[config.mk]
export PLATFORM = sky130hd
export DESIGN_NAME = ipv_ctrl
export DESIGN_NICKNAME = d
export VERILOG_FILES = /design/src/ipv_pkg.sv /design/src/ipv_pin_sync.sv /design/src/ipv_arbiter.sv /design/src/ipv_ctrl.sv
export SDC_FILE = /design/constraint.sdc
export NUM_CORES = 1
export LEC_CHECK = 0
export CAP_MARGIN = 20
export CORE_ASPECT_RATIO = 0.75
export CORE_MARGIN = 3
export CORE_UTILIZATION = 25
export CTS_BUF_LIST = sky130_fd_sc_hd__clkbuf_16
export CTS_CLUSTER_SIZE = 24
export DETAILED_ROUTE_END_ITERATION = 16
export DONT_BUFFER_PORTS = 1
export PLACE_DENSITY = 0.48
export SLEW_MARGIN = 20
export SYNTH_ARGS = -nofsm -noshare
export SYNTH_HDL_FRONTEND = slang
export SYNTH_SLANG_ARGS = --single-unit
[constraint.sdc]
create_clock -name clk -period 3 [get_ports clk]
set_input_delay 0.15 -clock clk [delete_from_list [all_inputs] [get_ports clk]]
set_output_delay 0.15 -clock clk [all_outputs]
set_load 0.01 [all_outputs]
[src/ipv_pkg.sv]
// Constants, field positions and types for the interrupt vectoring block
package ipv_pkg;
  // Register offsets
  localparam logic [7:0] TIMER_CONTROL_REG_OFS = 8'h00;
  localparam logic [7:0] IEN_OFS = 8'h01;
  localparam logic [7:0] IPRI_OFS = 8'h02;
  localparam logic [7:0] SER_OFS = 8'h03;
  localparam logic [7:0] PWR_OFS = 8'h04;
  localparam logic [7:0] STAT_OFS = 8'h05;
  // timer_control_reg fields
  localparam int TF1_BIT = 7;
  localparam int TF0_BIT = 5;
  localparam int EF1_BIT = 3;
  localparam int TS1_BIT = 2;
  localparam int EF0_BIT = 1;
  localparam int TS0_BIT = 0;
  // interrupt_enable_reg global enable, serial and power fields
  localparam int GEN_BIT = 7;
  localparam int TX_BIT = 1;
  localparam int RX_BIT = 0;
  localparam int IDLE_BIT = 0;
  // Reset values
  localparam logic [7:0] IEN_RST = 8'h00;
  localparam logic [4:0] IPRI_RST = 5'h00;
  // Source indices in polling order
  localparam logic [2:0] SRC_EXT0 = 3'h0;
  localparam logic [2:0] SRC_TMR0 = 3'h1;
  localparam logic [2:0] SRC_EXT1 = 3'h2;
  localparam logic [2:0] SRC_TMR1 = 3'h3;
  localparam logic [2:0] SRC_SER = 3'h4;
  // Machine cycle timing: 12 clocks, state5_phase2 is phase index 9
  localparam int MC_CLKS = 12;
  localparam logic [3:0] MC_LAST = 4'(MC_CLKS - 1);
  localparam logic [3:0] PH_STATE5_PHASE2 = 4'h9;
  localparam int CALL_MCS = 2;
  localparam int CALL_CLKS = CALL_MCS * MC_CLKS;
  localparam logic [4:0] CALL_LAST = 5'(CALL_CLKS - 1);

  typedef enum logic [1:0] {
    ST_RUN = 2'h0,
    ST_CALL1 = 2'h1,
    ST_CALL2 = 2'h3
  } ipv_state_t;

  function automatic logic [15:0] ipv_vector(input logic [2:0] src);
    case (src)
      SRC_EXT0: ipv_vector = 16'h0003;
      SRC_TMR0: ipv_vector = 16'h000b;
      SRC_EXT1: ipv_vector = 16'h0013;
      SRC_TMR1: ipv_vector = 16'h001b;
      default: ipv_vector = 16'h0023;
    endcase
  endfunction
endpackage

[src/ipv_pin_sync.sv]
// Three-stage pin synchroniser with agreement filter
`timescale 1ns/1ps
module ipv_pin_sync import ipv_pkg::*; (
  // Clock and reset
  input wire logic clk,
  input wire logic sys_rst,
  // Pin and filtered level
  input wire logic pin,
  output logic level
);
  typedef struct packed {
    logic s1;
    logic s2;
    logic s3;
    logic lvl;
  } ipv_sync_t;

  ipv_sync_t st_r;
  ipv_sync_t st_nxt;

  always_comb begin
    st_nxt = st_r;
    st_nxt.s1 = pin;
    st_nxt.s2 = st_r.s1;
    st_nxt.s3 = st_r.s2;
    // Pin idles high; a change counts once stages two and three agree
    if (st_r.s2 == st_r.s3) begin
      st_nxt.lvl = st_r.s3;
    end
  end

  always_ff @(posedge clk) begin
    if (sys_rst) begin
      st_r <= '{s1: 1'b1, s2: 1'b1, s3: 1'b1, lvl: 1'b1};
    end else begin
      st_r <= st_nxt;
    end
  end

  assign level = st_r.lvl;
endmodule

[src/ipv_arbiter.sv]
// Two-level priority arbiter with fixed polling order inside a level
`timescale 1ns/1ps
module ipv_arbiter import ipv_pkg::*; (
  // Requests and their levels
  input wire logic [4:0] req,
  input wire logic [4:0] prio,
  input wire logic [1:0] in_prog,
  // Grant
  output logic grant,
  output logic [2:0] grant_src,
  output logic grant_hi
);
  logic [4:0] hi_req;
  logic [4:0] lo_req;

  always_comb begin
    // Only a level above every routine in progress may be taken
    hi_req = (in_prog[1]) ? 5'h00 : (req & prio);
    lo_req = (in_prog != 2'h0) ? 5'h00 : (req & ~prio);
    grant = 1'b0;
    grant_src = SRC_SER;
    grant_hi = 1'b0;
    if (hi_req != 5'h00) begin
      grant = 1'b1;
      grant_hi = 1'b1;
      for (int i = 4; i >= 0; i--) begin
        if (hi_req[i]) begin
          grant_src = 3'(i);
        end
      end
    end else if (lo_req != 5'h00) begin
      grant = 1'b1;
      for (int i = 4; i >= 0; i--) begin
        if (lo_req[i]) begin
          grant_src = 3'(i);
        end
      end
    end
  end
endmodule

[src/ipv_ctrl.sv]
// Interrupt sampling, arbitration, vectoring and in-progress tracking
//
// Summary of operation
// (RULE1) Higher level wins simultaneous requests
// (RULE2) Equal level: ext0, tmr0, ext1, tmr1, serial
// (RULE3) Polling order never preempts running routine
// (RULE4) Ack issues long call pushing PC only
// (RULE5) PC loaded with fixed per-source vector
// (RULE6) Return-from-interrupt clears level, pops PC
// (RULE7) Plain return leaves in-progress set
// (RULE8) Trigger select zero: low level requests
// (RULE9) Trigger select one: high-then-low sets flag
// (RULE10) Source holds levels twelve oscillator periods
// (RULE11) Edge source: high one cycle, low one
// (RULE12) Edge flag cleared when call made
// (RULE13) Level source releases before routine ends
// (RULE14) Pins inverted, latched state5_phase2, polled next
// (RULE15) Call next, two machine cycles long
// (RULE16) Equal or higher level in progress blocks
// (RULE17) Ack waits for instruction final cycle
// (RULE18) Return or enable/priority access defers ack
// (RULE19) Ack and reset clear idle bit
// (RULE20) Per-source level bit, enables, global enable
// (RULE21) Serial flags ORed, cleared by software only
`timescale 1ns/1ps
module ipv_ctrl import ipv_pkg::*; (
  // Clock and reset
  input wire logic clk,
  input wire logic sys_rst,
  // Register port
  input wire logic [7:0] bus_addr,
  input wire logic [7:0] bus_wdata,
  input wire logic bus_wr,
  input wire logic bus_rd,
  output logic [7:0] bus_rdata,
  // External request pins
  input wire logic ext0_request_pin,
  input wire logic ext1_request_pin,
  // Peripheral events
  input wire logic tmr0_ovf,
  input wire logic tmr1_ovf,
  input wire logic ser_rx_done,
  input wire logic ser_tx_done,
  // Core sequencer status
  input wire logic instr_final,
  input wire logic instr_block,
  input wire logic instr_return_from_interrupt,
  input wire logic instr_ret,
  // Core sequencer commands
  output logic long_call,
  output logic pc_push,
  output logic pc_pop,
  output logic [15:0] call_vector,
  output logic idle_mode,
  output logic [1:0] irq_in_progress,
  output logic [4:0] machine_phase
);
  typedef struct packed {
    logic [3:0] phase;
    logic [4:0] call_cnt;
    ipv_state_t st;
    logic [1:0] trig;
    logic [1:0] ext_flag;
    logic [1:0] ext_prev;
    logic [1:0] tmr_flag;
    logic [1:0] ser_flag;
    logic [7:0] ien;
    logic [4:0] ipri;
    logic idle;
    logic [1:0] in_prog;
    logic [2:0] act_src;
    logic [4:0] pend;
    logic [7:0] rdata;
    logic [15:0] vec;
    logic push;
    logic pop;
  } ipv_ctrl_t;

  ipv_ctrl_t st_r;
  ipv_ctrl_t st_nxt;
  logic ext0_lvl;
  logic ext1_lvl;
  logic [4:0] req;
  logic grant;
  logic [2:0] grant_src;
  logic grant_hi;
  logic ack;
  logic [7:0] timer_control_reg_val;

  ipv_pin_sync u_sync0 (
    .clk(clk),
    .sys_rst(sys_rst),
    .pin(ext0_request_pin),
    .level(ext0_lvl)
  );

  ipv_pin_sync u_sync1 (
    .clk(clk),
    .sys_rst(sys_rst),
    .pin(ext1_request_pin),
    .level(ext1_lvl)
  );

  // Enabled requests in polling order
  always_comb begin
    req[SRC_EXT0] = st_r.ext_flag[0] & st_r.ien[SRC_EXT0]; // [RULE20]
    req[SRC_TMR0] = st_r.tmr_flag[0] & st_r.ien[SRC_TMR0];
    req[SRC_EXT1] = st_r.ext_flag[1] & st_r.ien[SRC_EXT1];
    req[SRC_TMR1] = st_r.tmr_flag[1] & st_r.ien[SRC_TMR1];
    req[SRC_SER] = (|st_r.ser_flag) & st_r.ien[SRC_SER]; // [RULE21]
    if (!st_r.ien[GEN_BIT]) begin
      req = 5'h00;
    end
  end

  // Arbitrates the snapshot polled one machine cycle after latching
  ipv_arbiter u_arb (
    .req(st_r.pend),
    .prio(st_r.ipri),
    .in_prog(st_r.in_prog),
    .grant(grant),
    .grant_src(grant_src),
    .grant_hi(grant_hi)
  ); // [RULE1] [RULE2] [RULE3] [RULE16]

  // Ack only at the end of the instruction's final machine cycle
  assign ack = (st_r.phase == MC_LAST) && (st_r.st == ST_RUN) && grant &&
               instr_final && !instr_block; // [RULE17] [RULE18]

  always_comb begin
    timer_control_reg_val = 8'h00;
    timer_control_reg_val[TF1_BIT] = st_r.tmr_flag[1];
    timer_control_reg_val[TF0_BIT] = st_r.tmr_flag[0];
    timer_control_reg_val[EF1_BIT] = st_r.ext_flag[1];
    timer_control_reg_val[TS1_BIT] = st_r.trig[1];
    timer_control_reg_val[EF0_BIT] = st_r.ext_flag[0];
    timer_control_reg_val[TS0_BIT] = st_r.trig[0];
  end

  always_comb begin
    st_nxt = st_r;
    st_nxt.push = 1'b0;
    st_nxt.pop = 1'b0;
    st_nxt.phase = (st_r.phase == MC_LAST) ? 4'h0 : st_r.phase + 4'h1;

    // Software writes first; hardware events below win over clears
    if (bus_wr) begin
      case (bus_addr)
        TIMER_CONTROL_REG_OFS: begin
          st_nxt.tmr_flag = {bus_wdata[TF1_BIT], bus_wdata[TF0_BIT]};
          st_nxt.ext_flag = {bus_wdata[EF1_BIT], bus_wdata[EF0_BIT]};
          st_nxt.trig = {bus_wdata[TS1_BIT], bus_wdata[TS0_BIT]};
        end
        IEN_OFS: st_nxt.ien = bus_wdata & 8'h9f; // [RULE20]
        IPRI_OFS: st_nxt.ipri = bus_wdata[4:0];
        SER_OFS: st_nxt.ser_flag = {bus_wdata[TX_BIT], bus_wdata[RX_BIT]};
        PWR_OFS: st_nxt.idle = bus_wdata[IDLE_BIT];
        default: ;
      endcase
    end

    // Pin latch at state5_phase2, inverted
    if (st_r.phase == PH_STATE5_PHASE2) begin // [RULE14]
      st_nxt.ext_prev = {ext1_lvl, ext0_lvl};
      for (int i = 0; i < 2; i++) begin
        if (!st_nxt.trig[i]) begin
          st_nxt.ext_flag[i] = ~(i == 0 ? ext0_lvl : ext1_lvl); // [RULE8]
        end else if (st_r.ext_prev[i] && !(i == 0 ? ext0_lvl : ext1_lvl)) begin
          st_nxt.ext_flag[i] = 1'b1; // [RULE9]
        end
      end
    end

    // Poll snapshot taken at the end of the machine cycle
    if (st_r.phase == MC_LAST) begin
      st_nxt.pend = req; // [RULE14]
    end

    case (st_r.st)
      ST_RUN: begin
        if (ack) begin
          st_nxt.st = ST_CALL1; // [RULE15]
          st_nxt.call_cnt = 5'h00;
          st_nxt.act_src = grant_src;
          st_nxt.vec = ipv_vector(grant_src); // [RULE5]
          st_nxt.push = 1'b1; // [RULE4]
          st_nxt.idle = 1'b0; // [RULE19]
          st_nxt.pend = 5'h00;
          if (grant_hi) begin
            st_nxt.in_prog[1] = 1'b1;
          end else begin
            st_nxt.in_prog[0] = 1'b1;
          end
          // Edge flags and timer flags cleared by the call; serial kept
          if (grant_src == SRC_EXT0 && st_r.trig[0]) begin
            st_nxt.ext_flag[0] = 1'b0; // [RULE12]
          end
          if (grant_src == SRC_EXT1 && st_r.trig[1]) begin
            st_nxt.ext_flag[1] = 1'b0; // [RULE12]
          end
          if (grant_src == SRC_TMR0) begin
            st_nxt.tmr_flag[0] = 1'b0;
          end
          if (grant_src == SRC_TMR1) begin
            st_nxt.tmr_flag[1] = 1'b0;
          end
        end
      end
      ST_CALL1: begin
        st_nxt.call_cnt = st_r.call_cnt + 5'h01;
        if (st_r.call_cnt == 5'(MC_CLKS - 1)) begin
          st_nxt.st = ST_CALL2;
        end
      end
      ST_CALL2: begin
        st_nxt.call_cnt = st_r.call_cnt + 5'h01;
        if (st_r.call_cnt == CALL_LAST) begin
          st_nxt.st = ST_RUN; // [RULE15]
        end
      end
      default: st_nxt.st = ST_RUN;
    endcase

    // Return-from-interrupt frees the active level; plain return does not
    if (instr_return_from_interrupt) begin
      st_nxt.pop = 1'b1; // [RULE6]
      if (st_r.in_prog[1]) begin
        st_nxt.in_prog[1] = 1'b0;
      end else begin
        st_nxt.in_prog[0] = 1'b0;
      end
    end // [RULE7]

    // Hardware set beats software clear
    if (tmr0_ovf) begin
      st_nxt.tmr_flag[0] = 1'b1;
    end
    if (tmr1_ovf) begin
      st_nxt.tmr_flag[1] = 1'b1;
    end
    if (ser_rx_done) begin
      st_nxt.ser_flag[RX_BIT] = 1'b1;
    end
    if (ser_tx_done) begin
      st_nxt.ser_flag[TX_BIT] = 1'b1;
    end

    // Registered read data, zero for unmapped
    st_nxt.rdata = 8'h00;
    if (bus_rd) begin
      case (bus_addr)
        TIMER_CONTROL_REG_OFS: st_nxt.rdata = timer_control_reg_val;
        IEN_OFS: st_nxt.rdata = st_r.ien;
        IPRI_OFS: st_nxt.rdata = {3'h0, st_r.ipri};
        SER_OFS: st_nxt.rdata = {6'h00, st_r.ser_flag};
        PWR_OFS: st_nxt.rdata = {7'h00, st_r.idle};
        STAT_OFS: st_nxt.rdata = {1'b0, st_r.act_src, 2'h0, st_r.in_prog};
        default: st_nxt.rdata = 8'h00;
      endcase
    end
  end

  always_ff @(posedge clk) begin
    if (sys_rst) begin
      st_r <= '0;
      st_r.st <= ST_RUN;
      st_r.ien <= IEN_RST;
      st_r.ipri <= IPRI_RST;
      st_r.ext_prev <= 2'h3;
      st_r.idle <= 1'b0; // [RULE19]
    end else begin
      st_r <= st_nxt;
    end
  end

  assign bus_rdata = st_r.rdata;
  assign long_call = (st_r.st != ST_RUN);
  assign pc_push = st_r.push;
  assign pc_pop = st_r.pop;
  assign call_vector = st_r.vec;
  assign idle_mode = st_r.idle;
  assign irq_in_progress = st_r.in_prog;
  assign machine_phase = {1'b0, st_r.phase};
endmodule

==> qor.yml, run 1 <==
outcome: "completed"
synth_top_cell_by_area: "dfxtp_1"
first_global_vias: 2419
ys.flop_type: "dfxtp_1"
p_sw_frac: 0.222
yosysTopAreaCellShare: 0.405
n_antenna_cell: 0
overflow: 0
cts_max_path_buffers: 2
seq_power_share: 0.476
register_area_sq_um: 1300
seq_area_frac_synth: 0.405
worst_pin_slew_ps: 577
dieHeight_um: 104
synthTopCellsByArea: "dfxtp_1, buf_4, mux2i_1, a21oi_1, nor2_1"
worstSkewPairLatency_ps: 330
die_area_sq_um: 14300
synth_area_sq_um: 3220
powerDensity_nw_per_um2: 509
synth-xor-area-share: 0.00545
arrival_ps: 2820
cts_setup_buffers: 0
setup_viol: 0
period_needed_ps: 2620
crit_slowest_cell: "or4b_4"
p_leak_nw: 1.36
syn2layout_area_growth_pct: 14.2
synth_top_family_by_area: "simple AND/OR/NAND/NOR gates"
p_total_w: 0.00187
synthSimpleGateAreaFrac: 0.206
cp.required_ps: 3200
cts.sinks: 65
grt_first_pass_wirelength_um: 13400
grt_use_total: 0.122
synthDistinctLibCells: 56
dr_total_vias: 2566
setup_ws_ps: 379
max_stage_delay_ps: 570
yosys.cell_count.top_type: "dfxtp_1"
io_pins: 65
rsz0062_at_grt: "false"
drive_above_1_share: 0.107
crit_family: "compound AO/OA/AOI/OAI gates"
whs_ps: 24.6
clock-root-buffer: "clkbuf_16"
cts_tree: "done"
drt-initial-drc-count: 165
hold_viol_final: 0
crit_type: "reg2reg"
drcViolationCount: 0
wl_um: 8530
crit_chain: "ha_1 -> nand3b_1 -> or4b_4 -> a2111o_1 -> a2111oi_4 -> a311oi_1"
synth_compound_area_frac: 0.189
peakVddDrop_uv: 296
cts_buffers: 9
async_reset_ff_frac: 0
p_sw_w: 0.000414
crit_buf_inv: 0
clockPowerShare: 0.483
multi_input_area_sq_um: 1630
ys_top_cells_by_count: "dfxtp_1, nor2_1, buf_4"
finalCoreUtilization: 0.295
core_sq_um: 12400
startpoint_type: "flip-flop"
clock_skew_ps: 7.12
synthAdderAreaFrac: 0.0117
maxSlewHeadroom: 0.612
htreeDepth: 3
combPwrFrac: 0.041
antenna_found_initial: 0
worst-path-max-fanout: 7
ys_warn_count: 0
cp-end-kind: "flip-flop"
vias_per_cell: 4.84
yosys-mux-area-fraction: 0.0797
n_fill_cell: 1342
cts_resized: 0
post_drt_wl_per_cell_um: 16.1
fmax_mhz: 382
cts-hold-fix-buffers: 18
pre_cts_ws_ps: 354
hp-class: "in2reg"
finalCritPeriodShare: 0.874
gp_congestion: 0.779
fin_nets: 393
tns_ps: 0
drt_first_pass_iters: 5
maxSlewViolCount: 0
synthCells: 359
avgSynthCellArea_sq_um: 8.96
grt_max_degree: 58
max-cap-violations: 0
ys_ff_latch: 65
clk_pin_slew_ps: 50
hpwl_um: 6000
die_w_um: 137
start_util: 0.259
synth-edff-count: 0
port_buffers: 0
p_int_w: 0.00146
ant_nets: 0
rows: 35
[power groups by stage]
| stage | Sequential [W] | Clock, W | Combinational (W) |
|---|---|---|---|
| final | 0.000889 | 0.000904 | 0.0000768 |
| after global routing | 0.000889 | 0.000984 | 0.0000842 |
| after CTS | 0.000889 | 0.000939 | 0.0000775 |
| after detailed placement | 0.000907 | 0 | 0.0000422 |
| after global placement | 0.000907 | 0 | 0.0000420 |
| after floorplan | 0.000901 | 0 | 0.0000678 |
[cells in the final DEF, fill, tap and decap left out, types with 8 or more instances in the layout]
| cell | netlist | final |
|---|---|---|
| a21oi_1 | 27 | 27 |
| buf_4 | 31 | 8 |
| clkbuf_16 | 0 | 9 |
| conb_1 | 1 | 12 |
| dfxtp_1 | 65 | 65 |
| dlygate4sd3_1 | 0 | 17 |
| inv_1 | 7 | 9 |
| mux2i_1 | 20 | 20 |
| nand2_1 | 18 | 18 |
| nand2b_1 | 9 | 9 |
| nand3_1 | 12 | 12 |
| nand4_1 | 8 | 8 |
| nor2_1 | 35 | 35 |
| nor2b_1 | 10 | 10 |
| nor3_1 | 12 | 12 |
| o21ai_0 | 8 | 8 |
[worst register-to-register path, delay by kind of cell (launching register included)]
| kind | cells | cell delay (ps) |
|---|---|---|
| simple gates | 2 | 730 |
| fa+ha+maj | 1 | 290 |
| flops | 1 | 450 |
| compound gates | 3 | 1020 |
[state kept, by name, indices dropped and copies added (netlist names)]
| register | count |
|---|---|
| idle_mode | 1 |
| pc_pop | 1 |
| u_sync0.st_nxt | 2 |
| u_sync1.st_r | 1 |
| irq_in_progress | 2 |
| machine_phase | 4 |
| pc_push | 1 |
| st_r | 36 |
| u_sync0.st_r | 1 |
| bus_rdata | 8 |
| u_sync1.level | 1 |
| u_sync0.level | 1 |
| u_sync1.st_nxt | 2 |
| call_vector | 4 |
[layer usage]
layer	vias to the layer above	GRT usage	share of wire
met5	-	0	0
met4	0	0.0242	0
met2	75	0.163	0.40
met1	1232	0.184	0.52
li1	1259	-	-
met3	0	0.0479	0.080
[through the flow]
stage	instance area, sq um	std cells
after detailed placement	3220	497
after floorplan	3260	370
after global placement	3220	497
after global routing	3670	530
after CTS	3670	530
final	3670	530
[path summary, 6_finish.rpt]
kind | end | cells after the start | start | slack (ps)
setup / recovery | st_r[57] | 6 | machine_phase[0] | 380
hold / removal | bus_rdata[2] | 3 | sys_rst | 20
setup reg to reg | st_r[57] | 6 | machine_phase[0] | 380
hold reg to reg | u_sync1.st_nxt[1] | 1 | u_sync1.st_nxt[2] | 410
[cells by family (layout without fill, tap and decap cells)]
group | count (synthesis) | after routing
AND/OR/NAND/NOR | 126 | 126
AO/OA/AOI/OAI | 83 | 83
flip-flops | 65 | 65
buffers and inverters | 54 | 48
multiplexers | 25 | 25
adder cells (fa/ha/maj) | 3 | 3
XOR/XNOR | 2 | 2
other | 1 | 12
[final cells by class]
| type | count | area share |
|---|---|---|
| sequential | 65 | 0.354 |
| clock inverter | 6 | 0.00783 |
| clock buffer | 9 | 0.0613 |
| inverter | 7 | 0.00715 |
| timing repair buffer | 26 | 0.0701 |
| tap | 166 | 0.0565 |
| multi-input combinational | 251 | 0.443 |
Power figures use the tool's default switching activity.
==> inputs of run 2 (changes only) <==
==> constraint.sdc (replaced) <==
create_clock -name clk -period 3 [get_ports clk]
set_input_delay 0.15 -clock clk [delete_from_list [all_inputs] [get_ports clk]]
set_output_delay 0.15 -clock clk [all_outputs]
set_load 0.005 [all_outputs]
==> qor.yml, run 2 (same netlist as run 1, synthesis figures left out) <==
cts_setup_buffers: 0  # unchanged
n_antenna_cell: 0  # unchanged
finalInstanceArea_sq_um: 3700  # +0.72%
drcViolationCount: 0  # unchanged
post_drt_wl_per_cell_um: 16.2  # +0.88%
maxSlewViolCount: 0  # unchanged
cts_buffers: 9  # unchanged
outcome: "completed"
clock_skew_ps: 8.62  # +1.50 ps
gp_congestion: 0.773  # -0.82%
crit_type: "reg2reg"
final_common_cell: "dfxtp_1"
worst_pin_slew_ps: 604  # +26.8 ps
finalCoreUtilization: 0.298  # +0.00211
htreeDepth: 3  # unchanged
cts_resized: 0  # unchanged
fin_nets: 393  # unchanged
cts_tree: "done"
worstSkewPairLatency_ps: 340  # about the same
maxSlewHeadroom: 0.593  # -0.0181
die_area_sq_um: 14300  # unchanged
grt_max_degree: 58  # unchanged
clock-root-buffer: "clkbuf_16"
period_needed_ps: 2540  # -80.8 ps
fmax_mhz: 394  # +3.2%
drt_first_pass_iters: 4  # -1
overflow: 0  # unchanged
grt_use_total: 0.126  # +0.00389
worst-path-max-fanout: 7  # unchanged
regMostFlops: "st_r"
rows: 35  # unchanged
powerDensity_nw_per_um2: 530  # +4.3%
stdcell_count: 531  # +0.19%
dr_total_vias: 2580  # +0.55%
start_util: 0.259  # unchanged
port_buffers: 0  # unchanged
drive_above_1_share: 0.107  # -0.000294
core_sq_um: 12400  # unchanged
max-cap-violations: 0  # unchanged
dpl-instance-area_sq_um: 3220  # unchanged
dieHeight_um: 104  # unchanged
drt-initial-drc-count: 142  # -14%
hpwl_um: 6070  # +1.1%
rsz0062_at_grt: "false"
vias_per_cell: 4.86  # +0.36%
tns_ps: 0  # unchanged
grt_first_pass_wirelength_um: 13900  # +3.4%
cts_max_path_buffers: 2  # unchanged
peakVddDrop_uv: 247  # -16%
arrival_ps: 2740  # -80 ps
cp.required_ps: 3200  # about the same
ff2ff_setup_slack_ps: 460  # +80 ps
ant_nets: 0  # unchanged
hp-start: "sys_rst"
hold_viol_final: 0  # unchanged
setup_ws_ps: 460  # +80.8 ps
syn2layout_area_growth_pct: 15.1
die_w_um: 137  # unchanged
cts.sinks: 65  # unchanged
finalCritPeriodShare: 0.847  # -0.0269
first_global_vias: 2530  # +4.6%
post-place-cells: 497  # unchanged
largest_reg_flops: 36  # unchanged
wl_um: 8620  # +1.1%
antenna_found_initial: 0  # unchanged
n_fill_cell: 1335  # -0.52%
final_cell_mix: "dfxtp_1, nor2_1, a21oi_1, mux2i_1, nand2_1"
critPathLaunch: "machine_phase[0]"
p_leak_nw: 1.38  # +1.3%
startpoint_type: "flip-flop"
io_pins: 65  # unchanged
setup_viol: 0  # unchanged
hp-class: "in2reg"
clk_pin_slew_ps: 60  # about the same
pre_cts_ws_ps: 453  # +99.6 ps
cp-end-kind: "flip-flop"
rr_startpoint: "machine_phase[0]"
[run 2: cell types whose count changed in the layout (fill, tap and decap cells not counted), sizes merged]
cell / before / now
bufinv: 0 / 1
clkinvlp: 1 / 0
inv: 9 / 10
[run 2: what timing repair did]
| item | CTS | global route |
|---|---|---|
| endpoints found under the setup margin | 0 | 0 |
| hold buffers | 18 | 0 |
| endpoints found under the hold margin | 59 | 0 |
[run 2: worst paths after layout]
check | endpoint | cells after the start
worst max-delay path | st_r[56] | 6
worst min register to register | u_sync1.st_nxt[1] | 1
worst min-delay path | bus_rdata[2] | 3
worst max register to register | st_r[56] | 6
[run 2: per-layer routing]
metal | track usage | wire length, um | part of all wire | vias to the layer above
li1 | - | - | - | 1269
met1 | 0.183 | 4340 | 0.50 | 1241
met2 | 0.172 | 3500 | 0.41 | 60
met3 | 0.0469 | 677 | 0.079 | 10
met4 | 0.0363 | 108 | 0.013 | 0
met5 | 0 | 0 | 0 | -
[run 2: power by group]
| group | switching [W] | leakage (nW) | internal, W |
|---|---|---|---|
| logic | 0.0000359 | 0.703 | 0.0000393 |
| clock network | 0.000373 | 0.150 | 0.000627 |
| registers | 0.0000116 | 0.527 | 0.000876 |
[run 2: layout make-up]
cell class              count  area (sq um)  area share
flip-flops and latches     65          1300       0.352
clock inverters             7          55.1      0.0149
multi-input cells         251          1630       0.440
clock buffers               9           225      0.0609
repair buffers             26           258      0.0696
inverters                   7          26.3     0.00710
well taps                 166           208      0.0561
[run 2: critical path: stages (launching register included)]
cell and delay, ps:
dfxtp_1 420, ha_1 270, nand3b_1 140, or4b_4 560
a2111o_1 440, a2111oi_4 430, a311oi_1 140
[run 2: per-stage QoR]
step | total power [W] | hold slack, ps
after floorplan | 0.000964 | 254
after global placement | 0.000944 | 232
after detailed placement | 0.000945 | 231
after CTS | 0.00199 | 0.567
after global routing | 0.00203 | 20.8
final | 0.00196 | 7.56
==> inputs of run 3 (changes only) <==
Settings changed: PLACE_DENSITY 0.48 to 0.5.
Clock period 3 ns to 2.3 ns, I/O delays scaled along.
==> qor.yml, run 3 (same netlist as run 1, synthesis figures left out) <==
outcome: "completed"
crit_buf_inv: 0  # unchanged
tns_ps: 0  # unchanged
rr_startpoint: "machine_phase[1]"
rows: 35  # unchanged
htreeDepth: 3  # unchanged
grt_max_degree: 60  # +3.4%
cts_max_path_buffers: 2  # unchanged
maxSlewHeadroom: 0.653  # +0.0591
crit_chain: "ha_4 -> nand3b_1 -> or4b_4 -> a2111o_1 -> a2111oi_4 -> a311oi_1"
dr_total_vias: 2605  # +0.97%
p_leak_nw: 1.43  # +3.8%
drive_above_1_share: 0.144  # +0.0368
dieHeight_um: 104  # unchanged
worst-path-max-fanout: 4  # -3
finalCritPeriodShare: 0.965  # +0.118
maxSlewViolCount: 0  # unchanged
drt_first_pass_iters: 5  # +1
hp-start: "bus_addr[0]"
vias_per_cell: 4.79  # -1.4%
max_stage_delay_ps: 600  # +40 ps
crit_slowest_cell: "or4b_4"
start_util: 0.259  # unchanged
largest_reg_flops: 36  # unchanged
cp.required_ps: 2500  # -700 ps
syn2layout_area_growth_pct: 18.4
powerDensity_nw_per_um2: 676  # +27%
post_drt_wl_per_cell_um: 16.0  # -1.7%
ff2ff_setup_slack_ps: 80  # -380 ps
fmax_mhz: 451  # +14%
cts_tree: "done"
wl_um: 8680  # +0.66%
drt-initial-drc-count: 192  # +35%
setup_viol: 0  # unchanged
whs_ps: 14.1  # +6.50 ps
hold_viol_final: 0  # unchanged
fin_nets: 405  # +3.1%
io_pins: 65  # unchanged
hold_depth: 3  # unchanged
regMostFlops: "st_r"
first_global_vias: 2497  # -1.3%
drcViolationCount: 0  # unchanged
hp-class: "in2reg"
clock_skew_ps: 4.08  # -4.54 ps
core_sq_um: 12400  # unchanged
hpwl_um: 6180  # +1.9%
cp-end-kind: "flip-flop"
grt_first_pass_wirelength_um: 13800  # -0.55%
crit_type: "reg2reg"
antenna_found_initial: 2  # +2
arrival_ps: 2420  # -320 ps
overflow: 0  # unchanged
port_buffers: 0  # unchanged
rsz0062_at_grt: "false"
reg2regPathDepth: 6  # unchanged
n_fill_cell: 1324  # -0.82%
worst_pin_slew_ps: 514  # -90.3 ps
startpoint_type: "flip-flop"
grt_use_total: 0.125  # -0.000878
cts.sinks: 65  # unchanged
die_w_um: 137  # unchanged
cts_buffers: 9  # unchanged
die_area_sq_um: 14300  # unchanged
max-cap-violations: 0  # unchanged
clock-root-buffer: "clkbuf_16"
min_to: "bus_rdata[0]"
final_common_cell: "dfxtp_1"
reg2reg_to: "st_r[56]"
ant_nets: 0  # unchanged
period_needed_ps: 2220  # -321 ps
final_cell_mix: "dfxtp_1, nor2_1, a21oi_1, mux2i_1, buf_4"
worstSkewPairLatency_ps: 330  # about the same
peakVddDrop_uv: 353  # +43%
gp_congestion: 0.820  # +6.1%
clk_pin_slew_ps: 50  # about the same
crit_family: "compound AO/OA/AOI/OAI gates"
[run 3: cell types whose count changed in the layout (fill, tap and decap cells not counted), moves of 2 or more]
cell     change
inv_1        -2
dfxtp_1      -2
dfxtp_2      +2
buf_4       +12
diode_2      +2
[run 3: power breakdown]
part	switching [W]	total (W)	internal, W
clock network	0.000487	0.00130	0.000816
registers	0.0000117	0.00115	0.00114
logic	0.0000546	0.000115	0.0000603
[run 3: worst min-delay path: stages]
cell and delay [ps]:
nor2_1 40, nand3_1 80, a21oi_1 60
[run 3: area by class of cell]
cell class	count	area, sq um	share of cell area
multi-input combinational	251	1640	0.431
timing repair buffer	38	348	0.0914
clock inverter	6	51.3	0.0135
clock buffer	9	225	0.0592
sequential	65	1300	0.342
inverter	7	26.3	0.00690
antenna	2	5.00	0.00131
tap	166	208	0.0546
[run 3: routing by layer]
layer,share of wire,global-route usage
met1,0.50,0.184
met2,0.39,0.163
met3,0.090,0.0551
met4,0.013,0.0356
met5,0,0
[run 3: worst max path at each step]
| stage | from | endpoint | slack, ps | depth (start not counted) |
|---|---|---|---|---|
| 5_1_grt | machine_phase[0] | st_r[57] | 6 | 6 |
| 6_report | machine_phase[1] | st_r[56] | 80 | 6 |
| 4_1_cts | machine_phase[0] | st_r[56] | 60 | 6 |
| 3_5_place_dp | machine_phase[0] | st_r[56] | 70 | 6 |
| 3_3_place_gp | machine_phase[0] | st_r[56] | 90 | 6 |
| 2_1_floorplan | machine_phase[0] | st_r[56] | 20 | 6 |
[run 3: repair_timing]
action,in CTS,in global routing
setup endpoints to repair,0,4
hold buffers,18,0
resized for setup,0,4
endpoints found under the hold margin,62,0
setup buffers,0,1
[run 3: per-stage QoR]
step,total power [W],utilization,instance area (sq um),worst slack (ps),cells
after CTS,0.00260,0.304,3780,59.0,541
final,0.00257,0.306,3810,81.3,544
after floorplan,0.00126,-,3260,23.5,370
after detailed placement,0.00124,0.266,3310,69.4,508
after global placement,0.00124,0.266,3310,91.6,508
after global routing,0.00267,0.306,3810,5.85,544
